<file path="src/bscp_pkg.sv">
// Shared constants and types for the bridge status and control pin block
package bscp_pkg;

	// Register byte offsets
	localparam logic [3:0] OFS_CTRL     = 4'h0;
	localparam logic [3:0] OFS_STATUS   = 4'h4;
	localparam logic [3:0] OFS_IRQ_STAT = 4'h8;
	localparam logic [3:0] OFS_IRQ_MASK = 4'hC;

	// Control register fields
	localparam int CTRL_SPEED_IND = 0;
	localparam int CTRL_PRES_POL  = 1;
	localparam int CTRL_DRV_RST   = 2;
	localparam int CTRL_W         = 3;
	localparam logic [2:0] CTRL_RESET = 3'h0;

	// Status register fields
	localparam int ST_EJECT   = 0;
	localparam int ST_HOSTIRQ = 1;
	localparam int ST_PRESENT = 2;
	localparam int ST_RUN     = 3;
	localparam int ST_SUSPEND = 4;
	localparam int ST_FS      = 5;
	localparam int ST_W       = 6;

	// Interrupt status and mask fields
	localparam int EV_EJECT   = 0;
	localparam int EV_HOSTIRQ = 1;
	localparam int EV_PRESENT = 2;
	localparam int EV_ENABLE  = 3;
	localparam int EV_SUSPEND = 4;
	localparam int EV_W       = 5;
	localparam logic [4:0] IRQ_MASK_RESET = 5'h00;

	// Synchroniser depth
	localparam int SYNC_STAGES = 2;

	// Raw board and core levels, sampled together
	typedef struct packed {
		logic eject_n;
		logic host_irq;
		logic presence;
		logic enable;
		logic suspended;
		logic full_speed;
	} pin_levels_t;

	localparam int PIN_W = 6;
	localparam logic [5:0] PIN_RESET = 6'h20;

endpackage : bscp_pkg

</file>
<file path="src/level_sync.sv">
// Multi-stage level synchroniser with clock enable
`timescale 1ns/10ps
`default_nettype none
module level_sync #(
	parameter int         WIDTH  = 1,
	parameter int         STAGES = 2,
	parameter logic [WIDTH-1:0] INIT = '0
) (
	// Clock and reset
	input  wire logic             clk,
	input  wire logic             arst,
	input  wire logic             ce,
	// Levels
	input  wire logic [WIDTH-1:0] d,
	output logic      [WIDTH-1:0] q
);
	logic [WIDTH-1:0] stage [STAGES];

	// First stage feeds only the next stage
	always_ff @(posedge clk or posedge arst) begin
		if (arst) begin
			for (int i = 0; i < STAGES; i++) begin
				stage[i] <= INIT;
			end
		end else if (ce) begin
			stage[0] <= d;
			for (int i = 1; i < STAGES; i++) begin
				stage[i] <= stage[i-1];
			end
		end
	end

	assign q = stage[STAGES-1];
endmodule : level_sync
`default_nettype wire

</file>
<file path="src/bridge_status_control_pins.sv">
// Control and status pin logic with Avalon-MM register slave
`timescale 1ns/10ps
`default_nettype none
module bridge_status_control_pins
	import bscp_pkg::*;
(
	// Clock, reset, enable
	input  wire logic        clk,
	input  wire logic        rst,
	input  wire logic        ce,
	input  wire logic        chip_reset_n,
	// Avalon-MM slave
	input  wire logic [3:0]  avs_address,
	input  wire logic        avs_read,
	input  wire logic        avs_write,
	input  wire logic [3:0]  avs_byteenable,
	input  wire logic [31:0] avs_writedata,
	output logic      [31:0] avs_readdata,
	output logic             avs_waitrequest,
	output logic             irq,
	// Board request and status inputs
	input  wire logic        eject_wake_req_n,
	input  wire logic        host_event_irq,
	input  wire logic        drive_present_detect,
	input  wire logic        storage_if_enable,
	// USB core state
	input  wire logic        usb_suspended,
	input  wire logic        usb_full_speed,
	// Levels to the bridge core
	output logic             eject_request,
	output logic             host_irq_request,
	output logic             drive_present,
	output logic             storage_if_run,
	// Pins
	output logic             speed_indicator_pin_o,
	output logic             speed_indicator_pin_oe,
	output logic             suspend_indicator_o,
	output logic             suspend_indicator_oe,
	output logic             drive_reset_n
);
	logic                 arst;
	pin_levels_t          raw;
	pin_levels_t          syn;
	pin_levels_t          prev;
	logic [CTRL_W-1:0]    ctrl;
	logic [EV_W-1:0]      irq_stat;
	logic [EV_W-1:0]      irq_mask;
	logic [EV_W-1:0]      events;
	logic [31:0]          next_readdata;
	logic                 wr_go;
	logic                 present_now;

	// Either reset source loads every register's reset value without a clock
	assign arst = rst | ~chip_reset_n;

	assign raw = '{eject_n:    eject_wake_req_n,
	               host_irq:   host_event_irq,
	               presence:   drive_present_detect,
	               enable:     storage_if_enable,
	               suspended:  usb_suspended,
	               full_speed: usb_full_speed};

	level_sync #(
		.WIDTH  (PIN_W),
		.STAGES (SYNC_STAGES),
		.INIT   (PIN_RESET)
	) u_sync (
		.clk  (clk),
		.arst (arst),
		.ce   (ce),
		.d    (raw),
		.q    (syn)
	);

	assign present_now = (syn.presence == ctrl[CTRL_PRES_POL]);

	// Request levels to the core
	always_ff @(posedge clk or posedge arst) begin
		if (arst) begin
			eject_request    <= 1'b0;
			host_irq_request <= 1'b0;
			drive_present    <= 1'b0;
		end else if (ce) begin
			eject_request    <= ~syn.eject_n;
			host_irq_request <= syn.host_irq;
			drive_present    <= present_now;
		end
	end

	// Storage interface run: low floats pins and halts the engine
	always_ff @(posedge clk or posedge arst) begin
		if (arst) begin
			storage_if_run <= 1'b0;
		end else if (ce) begin
			storage_if_run <= syn.enable;
		end
	end

	// Speed pin is only driven when software asks for it
	always_ff @(posedge clk or posedge arst) begin
		if (arst) begin
			speed_indicator_pin_o  <= 1'b0;
			speed_indicator_pin_oe <= 1'b0;
		end else if (ce) begin
			speed_indicator_pin_o  <= syn.full_speed;
			speed_indicator_pin_oe <= ctrl[CTRL_SPEED_IND];
		end
	end

	// Suspend indicator: pull low when active, release when suspended
	always_ff @(posedge clk or posedge arst) begin
		if (arst) begin
			suspend_indicator_o  <= 1'b0;
			suspend_indicator_oe <= 1'b0;
		end else if (ce) begin
			suspend_indicator_o  <= 1'b0;
			suspend_indicator_oe <= ~syn.suspended;
		end
	end

	// Drive held in reset during chip reset and on software request
	always_ff @(posedge clk or posedge arst) begin
		if (arst) begin
			drive_reset_n <= 1'b0;
		end else if (ce) begin
			drive_reset_n <= ~ctrl[CTRL_DRV_RST];
		end
	end

	// Previous synchronised levels for change detection
	always_ff @(posedge clk or posedge arst) begin
		if (arst) begin
			prev <= PIN_RESET;
		end else if (ce) begin
			prev <= syn;
		end
	end

	always_comb begin
		events              = '0;
		events[EV_EJECT]    = prev.eject_n & ~syn.eject_n;
		events[EV_HOSTIRQ]  = ~prev.host_irq & syn.host_irq;
		events[EV_PRESENT]  = prev.presence ^ syn.presence;
		events[EV_ENABLE]   = prev.enable ^ syn.enable;
		events[EV_SUSPEND]  = prev.suspended ^ syn.suspended;
	end

	// Avalon slave: one wait cycle, then a one-cycle answer
	always_ff @(posedge clk or posedge arst) begin
		if (arst) begin
			avs_waitrequest <= 1'b1;
		end else if (ce) begin
			if ((avs_read || avs_write) && avs_waitrequest) begin
				avs_waitrequest <= 1'b0;
			end else begin
				avs_waitrequest <= 1'b1;
			end
		end
	end

	assign wr_go = ce && avs_write && !avs_waitrequest && avs_byteenable[0];

	always_comb begin
		next_readdata = 32'h0000_0000;
		case (avs_address)
			OFS_CTRL:     next_readdata[CTRL_W-1:0] = ctrl;
			OFS_STATUS:   next_readdata[ST_W-1:0]   = {syn.full_speed, syn.suspended,
				storage_if_run, drive_present, host_irq_request, eject_request};
			OFS_IRQ_STAT: next_readdata[EV_W-1:0]   = irq_stat;
			OFS_IRQ_MASK: next_readdata[EV_W-1:0]   = irq_mask;
			default:      next_readdata = 32'h0000_0000;
		endcase
	end

	// Read data loaded as waitrequest drops, held otherwise
	always_ff @(posedge clk or posedge arst) begin
		if (arst) begin
			avs_readdata <= 32'h0000_0000;
		end else if (ce && avs_read && avs_waitrequest) begin
			avs_readdata <= next_readdata;
		end
	end

	always_ff @(posedge clk or posedge arst) begin
		if (arst) begin
			ctrl     <= CTRL_RESET;
			irq_mask <= IRQ_MASK_RESET;
		end else if (wr_go) begin
			if (avs_address == OFS_CTRL) begin
				ctrl <= avs_writedata[CTRL_W-1:0];
			end
			if (avs_address == OFS_IRQ_MASK) begin
				irq_mask <= avs_writedata[EV_W-1:0];
			end
		end
	end

	// Write-one-to-clear; a new event wins over its clear
	always_ff @(posedge clk or posedge arst) begin
		if (arst) begin
			irq_stat <= '0;
		end else if (ce) begin
			if (wr_go && avs_address == OFS_IRQ_STAT) begin
				irq_stat <= (irq_stat & ~avs_writedata[EV_W-1:0]) | events;
			end else begin
				irq_stat <= irq_stat | events;
			end
		end
	end

	always_ff @(posedge clk or posedge arst) begin
		if (arst) begin
			irq <= 1'b0;
		end else if (ce) begin
			irq <= |(irq_stat & irq_mask);
		end
	end

	property p_run;
		@(posedge clk) disable iff (arst)
		ce |=> (storage_if_run == $past(syn.enable));
	endproperty
	a_run: assert property (p_run) else $error("run does not follow enable");

	property p_speed;
		@(posedge clk) disable iff (arst)
		(ce && ctrl[CTRL_SPEED_IND]) |=>
			speed_indicator_pin_oe && (speed_indicator_pin_o == $past(syn.full_speed));
	endproperty
	a_speed: assert property (p_speed) else $error("speed pin wrong");

	property p_suspend;
		@(posedge clk) disable iff (arst)
		(ce && !syn.suspended) |=> (suspend_indicator_oe && !suspend_indicator_o);
	endproperty
	a_suspend: assert property (p_suspend) else $error("suspend pin not low");

	property p_chip_reset;
		@(posedge clk)
		!chip_reset_n |-> (!drive_reset_n && avs_waitrequest && !irq);
	endproperty
	a_chip_reset: assert property (p_chip_reset) else $error("chip reset ignored");

	property p_drive_reset;
		@(posedge clk) disable iff (arst)
		(ce && ctrl[CTRL_DRV_RST]) |=> !drive_reset_n;
	endproperty
	a_drive_reset: assert property (p_drive_reset) else $error("drive not reset");

	property p_eject;
		@(posedge clk) disable iff (arst)
		(ce && !syn.eject_n) |=> eject_request;
	endproperty
	a_eject: assert property (p_eject) else $error("eject request lost");

	property p_host_irq;
		@(posedge clk) disable iff (arst)
		(ce && syn.host_irq) |=> host_irq_request;
	endproperty
	a_host_irq: assert property (p_host_irq) else $error("host irq lost");

	property p_present;
		@(posedge clk) disable iff (arst)
		ce |=> (drive_present == ($past(syn.presence) == $past(ctrl[CTRL_PRES_POL])));
	endproperty
	a_present: assert property (p_present) else $error("presence polarity wrong");

	property p_sync_delay;
		@(posedge clk) disable iff (arst)
		(ce && !eject_wake_req_n) ##1 (ce && !eject_wake_req_n) ##1 ce |=> eject_request;
	endproperty
	a_sync_delay: assert property (p_sync_delay) else $error("sync path too long");

	property p_sync_min;
		@(posedge clk) disable iff (arst)
		(ce && $rose(host_event_irq) && !host_irq_request) |=> !host_irq_request;
	endproperty
	a_sync_min: assert property (p_sync_min) else $error("input bypasses sync");

	property p_event_sticky;
		@(posedge clk) disable iff (arst)
		(ce && events[EV_EJECT]) |=> irq_stat[EV_EJECT];
	endproperty
	a_event_sticky: assert property (p_event_sticky) else $error("event lost on clear");

	property p_speed_off;
		@(posedge clk) disable iff (arst)
		(ce && !ctrl[CTRL_SPEED_IND]) |=> !speed_indicator_pin_oe;
	endproperty
	a_speed_off: assert property (p_speed_off) else $error("speed pin driven while off");

	property p_suspend_float;
		@(posedge clk) disable iff (arst)
		(ce && syn.suspended) |=> !suspend_indicator_oe;
	endproperty
	a_suspend_float: assert property (p_suspend_float) else $error("suspend pin driven while suspended");

	property p_drive_release;
		@(posedge clk) disable iff (arst)
		(ce && !ctrl[CTRL_DRV_RST]) |=> drive_reset_n;
	endproperty
	a_drive_release: assert property (p_drive_release) else $error("drive held in reset");

	property p_eject_idle;
		@(posedge clk) disable iff (arst)
		(ce && syn.eject_n) |=> !eject_request;
	endproperty
	a_eject_idle: assert property (p_eject_idle) else $error("eject request without input");

	property p_host_irq_idle;
		@(posedge clk) disable iff (arst)
		(ce && !syn.host_irq) |=> !host_irq_request;
	endproperty
	a_host_irq_idle: assert property (p_host_irq_idle) else $error("host irq without input");

	property p_ack_answer;
		@(posedge clk) disable iff (arst)
		(ce && (avs_read || avs_write) && avs_waitrequest) |=> !avs_waitrequest;
	endproperty
	a_ack_answer: assert property (p_ack_answer) else $error("bus request not answered");

	property p_ack_one;
		@(posedge clk) disable iff (arst)
		(ce && !avs_waitrequest) |=> avs_waitrequest;
	endproperty
	a_ack_one: assert property (p_ack_one) else $error("waitrequest low too long");

	property p_irq_level;
		@(posedge clk) disable iff (arst)
		ce |=> (irq == $past(|(irq_stat & irq_mask)));
	endproperty
	a_irq_level: assert property (p_irq_level) else $error("irq does not follow masked status");

	// Low enable must hold every output where it was
	property p_ce_freeze;
		@(posedge clk) disable iff (arst)
		!ce |=> ($stable(storage_if_run) && $stable(eject_request) && $stable(drive_reset_n) && $stable(irq));
	endproperty
	a_ce_freeze: assert property (p_ce_freeze) else $error("state moved while enable low");

	property p_w1c;
		@(posedge clk) disable iff (arst)
		(wr_go && avs_address == OFS_IRQ_STAT && avs_writedata[EV_EJECT] && !events[EV_EJECT])
			|=> !irq_stat[EV_EJECT];
	endproperty
	a_w1c: assert property (p_w1c) else $error("status bit not cleared");

endmodule : bridge_status_control_pins
`default_nettype wire

</file>
<file path="config.mk">
export PLATFORM = sky130hd
export DESIGN_NAME = bridge_status_control_pins
export DESIGN_NICKNAME = d
export VERILOG_FILES = /design/src/bscp_pkg.sv /design/src/level_sync.sv /design/src/bridge_status_control_pins.sv
export SDC_FILE = /design/constraint.sdc
export NUM_CORES = 1
export LEC_CHECK = 0
export BUFFER_PORTS_ARGS = -buffer_cell sky130_fd_sc_hd__clkbuf_2
export CAP_MARGIN = 20
export CORE_ASPECT_RATIO = 1.5
export CORE_MARGIN = 1
export CORE_UTILIZATION = 47
export DETAILED_ROUTE_END_ITERATION = 6
export PLACE_DENSITY = 0.77
export SETUP_SLACK_MARGIN = 0.4
export SLEW_MARGIN = 20
export SYNTH_ARGS = -nofsm -noshare
export SYNTH_HDL_FRONTEND = slang
export SYNTH_SLANG_ARGS = --single-unit
</file>
<file path="constraint.sdc">
create_clock -name clk -period 4.1 [get_ports clk]
set_clock_uncertainty 0.15 [all_clocks]
set_input_delay 0.41 -clock clk [delete_from_list [all_inputs] [get_ports clk]]
set_output_delay 0.41 -clock clk [all_outputs]
set_load 0.05 [all_outputs]
</file>
# Word-level counts from Yosys, hierarchy flattened
# Cells that the tools add are included.
[totals]
regBits = 44
inputBits = 52
out_inout_bits = 43
wordCells = 57
[classes]
eq_ne = 4
muxes = 5
bitwise = 16
n_reduce_logical = 13
[ops]
columns = ["cell", "count"]
rows = [
  ["3-bit one-hot mux with 4 select lines", 1],
  ["5-bit AND", 2],
  ["5-bit OR", 2],
  ["4-bit equality test, second input constant", 2],
  ["1-bit logical AND", 7],
  ["2-bit one-hot mux with 3 select lines", 1],
  ["5-bit two-way mux", 1],
  ["1-bit NOT", 5],
  ["5-bit NOT", 1],
  ["5-bit OR reduction", 1],
  ["4-bit by 3-bit equality test with 1-bit output, second input constant", 1],
  ["4-bit zero test", 1],
  ["2-bit AND reduction", 2],
  ["1-bit bitwise XOR", 3],
  ["1-bit AND", 2],
  ["1-bit two-way mux", 2],
  ["1-bit equality test", 1],
  ["1-bit zero test", 1],
  ["1-bit logical OR", 1],
  ["1-bit OR", 1],
]

# Depth between registers and ports, before layout
# Gate-level depths: netlist of run 1.
[depth]
word_depth = 5
depth_mapped = 5

# Cells and area by module
# From an unflattened synthesis of run 1, not the netlist that was laid out.
[unflattened]
cells_unflattened = 177
area_unflattened_um2 = 2242.2
[modules_own_cells]
columns = ["module", "instances", "cells_each", "area_each_um2"]
rows = [
  ["bridge_status_control_pins", 1, 145, 1706.6],
  ["level_sync", 1, 32, 535.5],
]

# Least setup slack after synthesis of run 1
# No wires, ideal clock.
[synth_path]
kind = "register to register"
startpoint = "register avs_waitrequest"
endpoint = "register irq_mask[0]"
arrival_time_ns = 1.464
required_ns = 3.825
setup_slack_ns = 2.361
stages_incl_launch_ff = 5
path_buffers = 1
synth_period_minus_slack_ns = 1.739
cell_sequence = "dfstp_2 and4b_1 buf_6 nand2_4 mux2_2"
[synth_between]
elab_chain_cells = 4
[synth_rtl]
columns = ["element", "line_no", "text"]
rows = [
  ["from (decl)", "bridge_status_control_pins.sv:19", "output logic avs_waitrequest,"],
  ["from (signal assigned)", "bridge_status_control_pins.sv:151", "avs_waitrequest <= 1'b1;"],
  ["from (signal assigned)", "bridge_status_control_pins.sv:154", "avs_waitrequest <= 1'b0;"],
  ["from (signal assigned)", "bridge_status_control_pins.sv:156", "avs_waitrequest <= 1'b1;"],
  ["1-bit zero test", "bridge_status_control_pins.sv:161", "assign wr_go = ce && avs_write && !avs_waitrequest && avs_byteenable[0];"],
  ["1-bit logical AND (2 in a row)", "bridge_status_control_pins.sv:161", ""],
  ["2-bit AND reduction (no line)", "--", ""],
  ["to (signal assigned)", "bridge_status_control_pins.sv:193", "irq_mask <= avs_writedata[EV_W-1:0];"],
  ["to (decl)", "bridge_status_control_pins.sv:47", "logic [EV_W-1:0] irq_mask;"],
]
# Every way passes these cells.
# A chain may end at the register's enable or synchronous reset.

# Final worst setup path of run 1
[layout_path]
startpoint = "input port ce"
endpoint = "register ctrl[1]"
[layout_between]
elab_chain_cells = 4
[layout_rtl]
columns = ["element", "line_no", "text"]
rows = [
  ["from (decl)", "bridge_status_control_pins.sv:10", "input wire logic ce,"],
  ["1-bit logical AND (3 in a row)", "bridge_status_control_pins.sv:161", ""],
  ["2-bit AND reduction (no line)", "--", ""],
  ["to (signal assigned)", "bridge_status_control_pins.sv:190", "ctrl <= avs_writedata[CTRL_W-1:0];"],
  ["to (decl)", "bridge_status_control_pins.sv:45", "logic [CTRL_W-1:0] ctrl;"],
]
# Every way passes these cells.

==> qor.csv, run 1 <==
stage,metric,value,unit
clock_network,CTS buffer count,5,
grt,vias in the first global route,1256,
grt,first-pass GRT wire length,5910,um
run_status,failing checks,design-rule violations,
finish,Final nets,253,
floorplan,row cnt,29,
clock_network,Clock Latency Late Sink,300,ps
floorplan,core area,0.00432,mm^2
placed_design,Port Buffer Count,37,
timing,Final Hold Fails,0,
timing,Slew @ Worst Pin,801,ps
yosys,cell count after synthesis,164,
drt,Wirelength per Cell,14.5,um
timing,Final Cycle Share,50.4,%
clock_network,htree depth,2,
finish,Post-Layout Cell Count,248,
yosys,number of distinct library cells after synthesis,39,
clock_network,CTS sink cnt,44,
pwr,peak supply drop,238,uV
critical_path,Critical Setup Path Class,in -> reg,
yosys,Commonest cells post-synth,"dfrtp_1 (40), buf_4 (30), mux2_2 (26), a22o_1 (7)",
drt,1st-pass router iterations,7,
finish,multi-input logic area,890,um^2
yosys,Synth Flop Type,dfrtp_1,
run,max-cap violations,0,
timing,Worst slew margin,46.6,%
critical_path,startpoint types,input port,
drt,Via Count,1337,
critical_path,length in cells of the worst reg-to-reg path,3,
timing,Slew Limit Fails,0,
clock_network,clk slew on worst S/H paths,80,ps
finish,Reg area,0.00111,mm^2
floorplan,Die Y,84.7,um
placed_design,final RePlAce weighted congestion,0.828,
drt,DRC viols,8,
timing,fmax,0.484,GHz
placed_design,placed instance count,240,
yosys,Synth Register Bits,44,
drt,Vias/cell,5.39,
placed_design,hpwl dp,2540,um
finish,Fill cells,379,
critical_path,Critical Path RT,4140,ps
timing,unrepaired setup endpoints after global routing,no,
grt,All-Layer GR Usage,16.5,%
yosys,count of flip-flops with a built-in enable after synthesis,0,
grt,initial antenna violation count,0,
grt,pin count of the biggest net entering global routing,37,
timing,final setup fails,0,
clock_network,TritonCTS clock tree,done,
critical_path,crit-path max FO,36,
clock_network,CTS Hold Bufs,0,
grt,Congestion Overflow GR,0,
timing,"Min Clock Period, post-route",2070,ps
finish,Ant. Diodes,0,
yosys,top-area cell type share of the netlist area,46.7,%
pwr,Tot Pwr,1.12,mW
critical_path,CP max stage delay,600,ps
critical_path,Critical Path Slowest Stage Cell,clkbuf_2,
floorplan,Die ar.,0.00484,mm^2
critical_path,CP cell instances,"clkbuf_2, and4b_1, nand3_4, mux2_4",
yosys,Synth area leader,dfrtp_1,
floorplan,initial core utilization,49.7,%
drt,Routed Antenna Nets,0,
yosys,Avg Inst Size Synth,13.1,um^2
finish,P&R area growth vs syn,9.92,%
worst_hold_path,Hold Crit Class,in -> async,
run_status,status,"finished, violations left",
finish,layout cells sized above 1,42.6,%
pwr,P_leak,1.16,nW
timing,TNS Setup,0,ps
yosys,Post-synth ARST share,100,%
clock_network,Clock Path Buffers,2,
yosys,synth top area cells,"dfrtp_1 (47%), mux2_2 (14%), buf_4 (11%)",
critical_path,crit path DAT,2110,ps
yosys,Post-Syn Area,0.00214,mm^2
clock_network,CTS resizes,0,
yosys,most frequent cell after synthesis,dfrtp_1,
pwr,power density over cell area,477,mW/mm^2
drt,1st-iter DRT viols,52,
clock_network,Post-CTS Setup Inserts,0,
drt,routed wire length,3600,um
yosys,YS warnings,0,
clock_network,CTS root buffer,clkbuf_8,
floorplan,I/O pin count,95,
critical_path,crit end category,flip-flop,
yosys,register area share after synthesis,51.6,%
floorplan,Die X,57.2,um
where the power goes:
part | leakage, nW | switching [mW] | internal [mW] | total, mW
Combinational | 0.560 | 0.192 | 0.0813 | 0.273
Sequential | 0.541 | 0.0384 | 0.489 | 0.527
Clock | 0.0552 | 0.144 | 0.181 | 0.325
logic make-up after synthesis:
kind of cell	after synthesis	synth area share [%]
buffers and inverters	35	11.8
AO/OA/AOI/OAI	20	7.06
AND/OR/NAND/NOR	27	8.34
XOR/XNOR	4	1.63
multiplexers	33	19.4
flip-flops	44	51.6
other	1	0.175
per-layer routing:
layer  vias up  track usage [%]  wire length, um
met5         -                0                0
met4         0             8.65               65
met3         4             4.62              183
met2        53             26.2             1800
met1       666             20.4             1550
li1        614                -                -
sequential cells by signal, indices dropped and copies added (netlist names), 3 cells and up:
register      count
avs_readdata      6
ctrl              3
irq_mask          5
irq_stat          5
prev              5
u_sync.q          6
u_sync.stage      6
placed cells by master, fill, tap and decap left out, types with 2 or more instances in the layout:
master and n:
nand4_1 5, a21oi_1 2, mux2_2 26, o21ai_0 2, nor2_1 5, mux4_2 3
xor2_1 3, nor2b_1 2, clkbuf_2 37, mux2_4 3, dfstp_2 4, nand2_1 5
a22o_1 7, clkbuf_8 5, conb_1 27, dfrtp_1 40
area by class of cell:
| type | count | area share (%) |
|---|---|---|
| clock buffers | 6 | 3.08 |
| clock inverters | 2 | 1.49 |
| inverters | 1 | 0.159 |
| multi-input cells | 111 | 37.7 |
| flip-flops and latches | 44 | 46.9 |
| well taps | 46 | 2.44 |
| repair buffers | 38 | 8.17 |
worst max-delay path: cells and delay by family:
kind | cells | cell delay (ps)
simple gates | 2 | 750
mux | 1 | 330
buf+inv | 1 | 600
final timing paths:
| kind | startpoint | end | slack (ps) |
|---|---|---|---|
| min reg2reg | ctrl[2] | drive_reset_n | 330 |
| min | chip_reset_n | u_sync.stage[10] | 130 |
| min in group clk | storage_if_enable | u_sync.stage[8] | 180 |
| max in group asynchronous | rst | u_sync.q[5] | 2890 |
| max | ce | ctrl[1] | 2030 |
| max reg2reg | avs_waitrequest | ctrl[1] | 2410 |
through the flow:
stage / setup WS, ps / cell area, um^2 / utilization (%) / hold WS (ps)
after floorplan: 901 / 2240 / - / 289
final: 2030 / 2360 / 54.6 / 130
after global routing: 1920 / 2360 / 54.6 / 179
after detailed placement: 1700 / 2250 / 52.1 / 332
after CTS: 2010 / 2360 / 54.6 / 159
after global placement: 1730 / 2250 / 52.1 / 326
(Power assumes the default switching activity.)
==> run 2: changes to the inputs <==
Clock period 4.1 ns to 2 ns, I/O delays scaled along.
==> qor.csv, run 2 (same netlist as run 1, synthesis figures left out) <==
stage,metric,value,unit
clock_network,TritonCTS clock tree,done,
timing,Worst slew margin,62.7,%
critical_path,Critical Setup Path Class,reg -> reg,
timing,fmax,0.618,GHz
timing,Slew @ Worst Pin,551,ps
finish,Fill cells,376,
worst_hold_path,Hold Crit Class,in -> reg,
grt,first-pass GRT wire length,6310,um
finish,Final nets,266,
finish,layout cells sized above 1,43.3,%
finish,Reg area,0.00111,mm^2
floorplan,row cnt,29,
timing,unrepaired setup endpoints after global routing,yes,
critical_path,crit path DAT,1650,ps
timing,Final Cycle Share,81.0,%
placed_design,hpwl dp,2610,um
finish,most frequent cells in the layout,"dfrtp_1 (40), clkbuf_2 (37), conb_1 (27), mux2_2 (26)",
timing,PnR worst setup slack,381,ps
placed_design,pre-CTS setup slack,261,ps
finish,"most common cell after layout, fill and taps aside",dfrtp_1,
pwr,power density over cell area,899,mW/mm^2
grt,vias in the first global route,1311,
clock_network,clk slew on worst S/H paths,80,ps
timing,TNS Setup,0,ps
drt,DRC viols,8,
finish,P&R area growth vs syn,15.6,%
run_status,failing checks,design-rule violations,
critical_path,crit-path max FO,5,
pwr,P_leak,1.21,nW
clock_network,CTS buffer count,5,
drt,Via Count,1359,
run_status,status,"finished, violations left",
floorplan,core area,0.00432,mm^2
pwr,peak supply drop,513,uV
floorplan,Die Y,84.7,um
drt,Wirelength per Cell,14.3,um
grt,pin count of the biggest net entering global routing,45,
clock_network,htree depth,2,
floorplan,I/O pin count,95,
critical_path,crit end category,flip-flop,
placed_design,final RePlAce weighted congestion,0.840,
floorplan,initial core utilization,49.7,%
finish,post-route cell area,0.00248,mm^2
timing,final setup fails,0,
finish,multi-input logic area,906,um^2
timing,Final Hold Fails,0,
drt,Routed Antenna Nets,0,
drt,routed wire length,3720,um
drt,Vias/cell,5.21,
clock_network,Clock Latency Late Sink,290,ps
grt,Congestion Overflow GR,0,
clock_network,CTS root buffer,clkbuf_8,
drt,1st-pass router iterations,7,
run,max-cap violations,0,
clock_network,Clock Path Buffers,2,
placed_design,Port Buffer Count,37,
pwr,Tot Pwr,2.23,mW
drt,1st-iter DRT viols,60,
floorplan,Die ar.,0.00484,mm^2
finish,Ant. Diodes,0,
grt,initial antenna violation count,0,
placed_design,post-place instance area,0.00228,mm^2
timing,"Min Clock Period, post-route",1620,ps
critical_path,startpoint types,flip-flop,
grt,All-Layer GR Usage,17.0,%
floorplan,Die X,57.2,um
clock_network,CTS sink cnt,44,
timing,Slew Limit Fails,0,
critical_path,Critical Path RT,2030,ps
run 2: changes by cell type in the layout (fill, tap and decap cells not counted), sizes merged:
cell         previous run  this run
buf                     1         7
bufinv                  1         0
clkbuf                 43        45
clkinv                  1         0
dlygate4sd3             0         7
run 2: what timing repair did:
action,in CTS,in global routing
endpoints found under the hold margin,45,0
resized for setup,2,2
endpoints found under the setup margin,12,15
pin swaps,0,0
buffers inserted,2,2
hold buffers,7,0
run 2: final timing paths:
check | cells after the start | endpoint | slack [ps] | from
max | 3 | irq_mask[3] | 380 | avs_waitrequest
min | 2 | u_sync.stage[6] | 8 | usb_full_speed
max reg2reg | 3 | irq_mask[3] | 380 | avs_waitrequest
min reg2reg | 2 | avs_readdata[4] | 330 | avs_readdata[4]
max in group asynchronous | 4 | u_sync.stage[11] | 800 | rst
min in group asynchronous | 4 | drive_present | 480 | chip_reset_n
run 2: power by group:
| group | leakage [nW] | switching (mW) | internal (mW) |
|---|---|---|---|
| logic | 0.619 | 0.400 | 0.185 |
| registers | 0.541 | 0.0803 | 1.00 |
| clock network | 0.0455 | 0.278 | 0.282 |
| total | 1.21 | 0.758 | 1.47 |
run 2: per-stage QoR:
| stage | instances | hold slack, ps | util [%] |
|---|---|---|---|
| after floorplan | 190 | 199 | - |
| after global placement | 242 | 274 | 52.7 |
| after detailed placement | 242 | 288 | 52.7 |
| after CTS | 259 | 5.38 | 56.9 |
| after global routing | 261 | 0.118 | 57.4 |
| final | 261 | 8.06 | 57.4 |
run 2: layout make-up:
type | instances | area share, %
inverter | 1 | 0.151
multi-input combinational | 111 | 36.5
sequential | 44 | 44.8
timing repair buffer | 51 | 12.6
clock buffer | 8 | 3.63
tap | 46 | 2.32
run 2: routing by layer:
layer	share of wire [%]	track usage [%]	vias up	routed length, um
met1	42	21.9	669	1560
met4	1.4	5.99	0	53
li1	-	-	634	-
met5	0	0	-	0
met3	4.3	3.39	5	159
met2	52	28.4	51	1950
run 2: worst max-delay path, cell delays in order (launching register included):
cell     delay (ps)
dfstp_4         650
and4b_4         250
nand2_4         110
mux2_2          350
==> run 3: changes to the inputs <==
Clock period 2 ns to 1.57 ns, I/O delays scaled along.
==> qor.csv, run 3 (same netlist as run 1, synthesis figures left out) <==
stage,metric,value,unit
finish,Reg area,0.00111,mm^2
drt,Vias/cell,5.24,
critical_path,crit-path max FO,5,
run_status,status,"finished, violations left",
drt,Wirelength per Cell,15.0,um
pwr,peak supply drop,594,uV
finish,Final nets,291,
critical_path,Critical Path RT,1600,ps
timing,"Min Clock Period, post-route",1610,ps
pwr,logic gate share of total power,32.9,%
placed_design,pre-CTS setup slack,-43.8,ps
floorplan,Die ar.,0.00484,mm^2
finish,P&R area growth vs syn,36.3,%
clock_network,clk slew on worst S/H paths,80,ps
finish,most frequent cells in the layout,"dfrtp_1 (36), conb_1 (27), mux2_2 (26), buf_4 (22), clkbuf_2 (21)",
pwr,net switching power figure,1.03,mW
pwr,Tot Pwr,3.10,mW
drt,routed wire length,4290,um
placed_design,final RePlAce weighted congestion,0.849,
floorplan,row cnt,29,
timing,Final Hold Fails,0,
clock_network,Clock Latency Late Sink,290,ps
grt,initial antenna violation count,0,
drt,Routed Antenna Nets,0,
timing,unrepaired setup endpoints after global routing,yes,
timing,final hold slack,27.6,ps
clock_network,htree depth,2,
pwr,Cell Int Power,2.06,mW
drt,1st-iter DRT viols,52,
clock_network,CTS buffer count,5,
grt,first-pass GRT wire length,6930,um
pwr,part of the power in registers,45.3,%
clock_network,Clock Path Buffers,2,
timing,Slew Limit Fails,0,
floorplan,core area,0.00432,mm^2
timing,fmax,0.620,GHz
run_status,failing checks,"design-rule violations, negative setup slack",
timing,final setup fails,8,
grt,pin count of the biggest net entering global routing,25,
finish,Ant. Diodes,0,
critical_path,crit end category,flip-flop,
finish,Fill cells,315,
run,max-cap violations,0,
critical_path,startpoint types,flip-flop,
floorplan,Die Y,84.7,um
finish,multi-input logic area,910,um^2
placed_design,Port Buffer Count,37,
timing,Final Cycle Share,103,%
timing,PnR worst setup slack,-42.3,ps
floorplan,initial core utilization,49.7,%
floorplan,I/O pin count,95,
grt,All-Layer GR Usage,19.1,%
grt,Congestion Overflow GR,0,
pwr,power density over cell area,1060,mW/mm^2
finish,"most common cell after layout, fill and taps aside",dfrtp_1,
floorplan,Die X,57.2,um
clock_network,CTS root buffer,clkbuf_8,
pwr,Switching Share,33.3,%
pwr,P_leak,1.41,nW
critical_path,crit path DAT,1640,ps
drt,Via Count,1498,
grt,vias in the first global route,1493,
placed_design,hpwl dp,2900,um
finish,layout cells sized above 1,48.3,%
clock_network,CTS sink cnt,44,
drt,DRC viols,7,
drt,1st-pass router iterations,7,
pwr,Clock Power Share,21.8,%
worst_hold_path,Hold Crit Class,in -> reg,
clock_network,TritonCTS clock tree,done,
critical_path,Critical Setup Path Class,reg -> reg,
==> run 3: area by class of cell <==
cell class / count / area share (%)
Tap cell: 46 / 1.97
Inverter: 1 / 0.128
Multi-Input combinational cell: 111 / 31.1
Clock buffer: 7 / 2.61
Timing Repair Buffer: 76 / 25.9
Clock inverter: 1 / 0.171
Sequential cell: 44 / 38.1
==> run 3: repair_timing <==
action / 4_1_cts / 5_1_grt
pin swaps: 1 / 3
setup buffers: 6 / 8
cloned: 0 / 0
hold endpoints to repair: 23 / 0
gates resized for setup: 38 / 14
hold buffers: 13 / 0
endpoints found under the setup margin: 37 / 40
==> run 3: path summary, 6_finish.rpt <==
| kind | from | end | slack [ps] | depth (start not counted) |
|---|---|---|---|---|
| min in group asynchronous | chip_reset_n | drive_reset_n | 230 | 3 |
| setup / recovery | avs_waitrequest | irq_mask[1] | -40 | 3 |
| max in group asynchronous | rst | avs_waitrequest | 560 | 4 |
| setup reg to reg | avs_waitrequest | irq_mask[1] | -40 | 3 |
| hold / removal | avs_write | avs_waitrequest | 30 | 3 |
| hold reg to reg | ctrl[2] | drive_reset_n | 340 | 1 |
==> run 3: critical path: stages (launching register included) <==
cell,delay [ps]
dfstp_4,620
and4b_2,280
nand2_4,110
mux2_2,340
==> run 3: power groups by stage <==
stage	Sequential, mW	Clock [mW]	Combinational (mW)
5_1_grt	1.42	0.739	1.07
4_1_cts	1.39	0.696	0.960
2_1_floorplan	1.59	0	0.442
3_3_place_gp	1.40	0	0.750
3_5_place_dp	1.40	0	0.766
6_report	1.40	0.674	1.02
==> run 3: through the flow <==
stage / std cells / cell area [um^2] / util [%] / setup TNS, ps
6_report: 286 / 2920 / 67.7 / -180
5_1_grt: 286 / 2920 / 67.7 / -573
4_1_cts: 278 / 2830 / 65.5 / -280
3_5_place_dp: 251 / 2380 / 55.1 / -384
3_3_place_gp: 251 / 2380 / 55.1 / -322
2_1_floorplan: 190 / 2270 / - / -1180
==> run 3: layer usage <==
metal / up-vias / share of wire (%) / GRT usage (%) / wire length [um]
met1: 750 / 39 / 21.8 / 1680
li1: 688 / - / - / -
met3: 8 / 4.0 / 4.47 / 172
met4: 0 / 2.3 / 9.09 / 97
met5: - / 0 / 0 / 0
met2: 52 / 55 / 33.3 / 2340
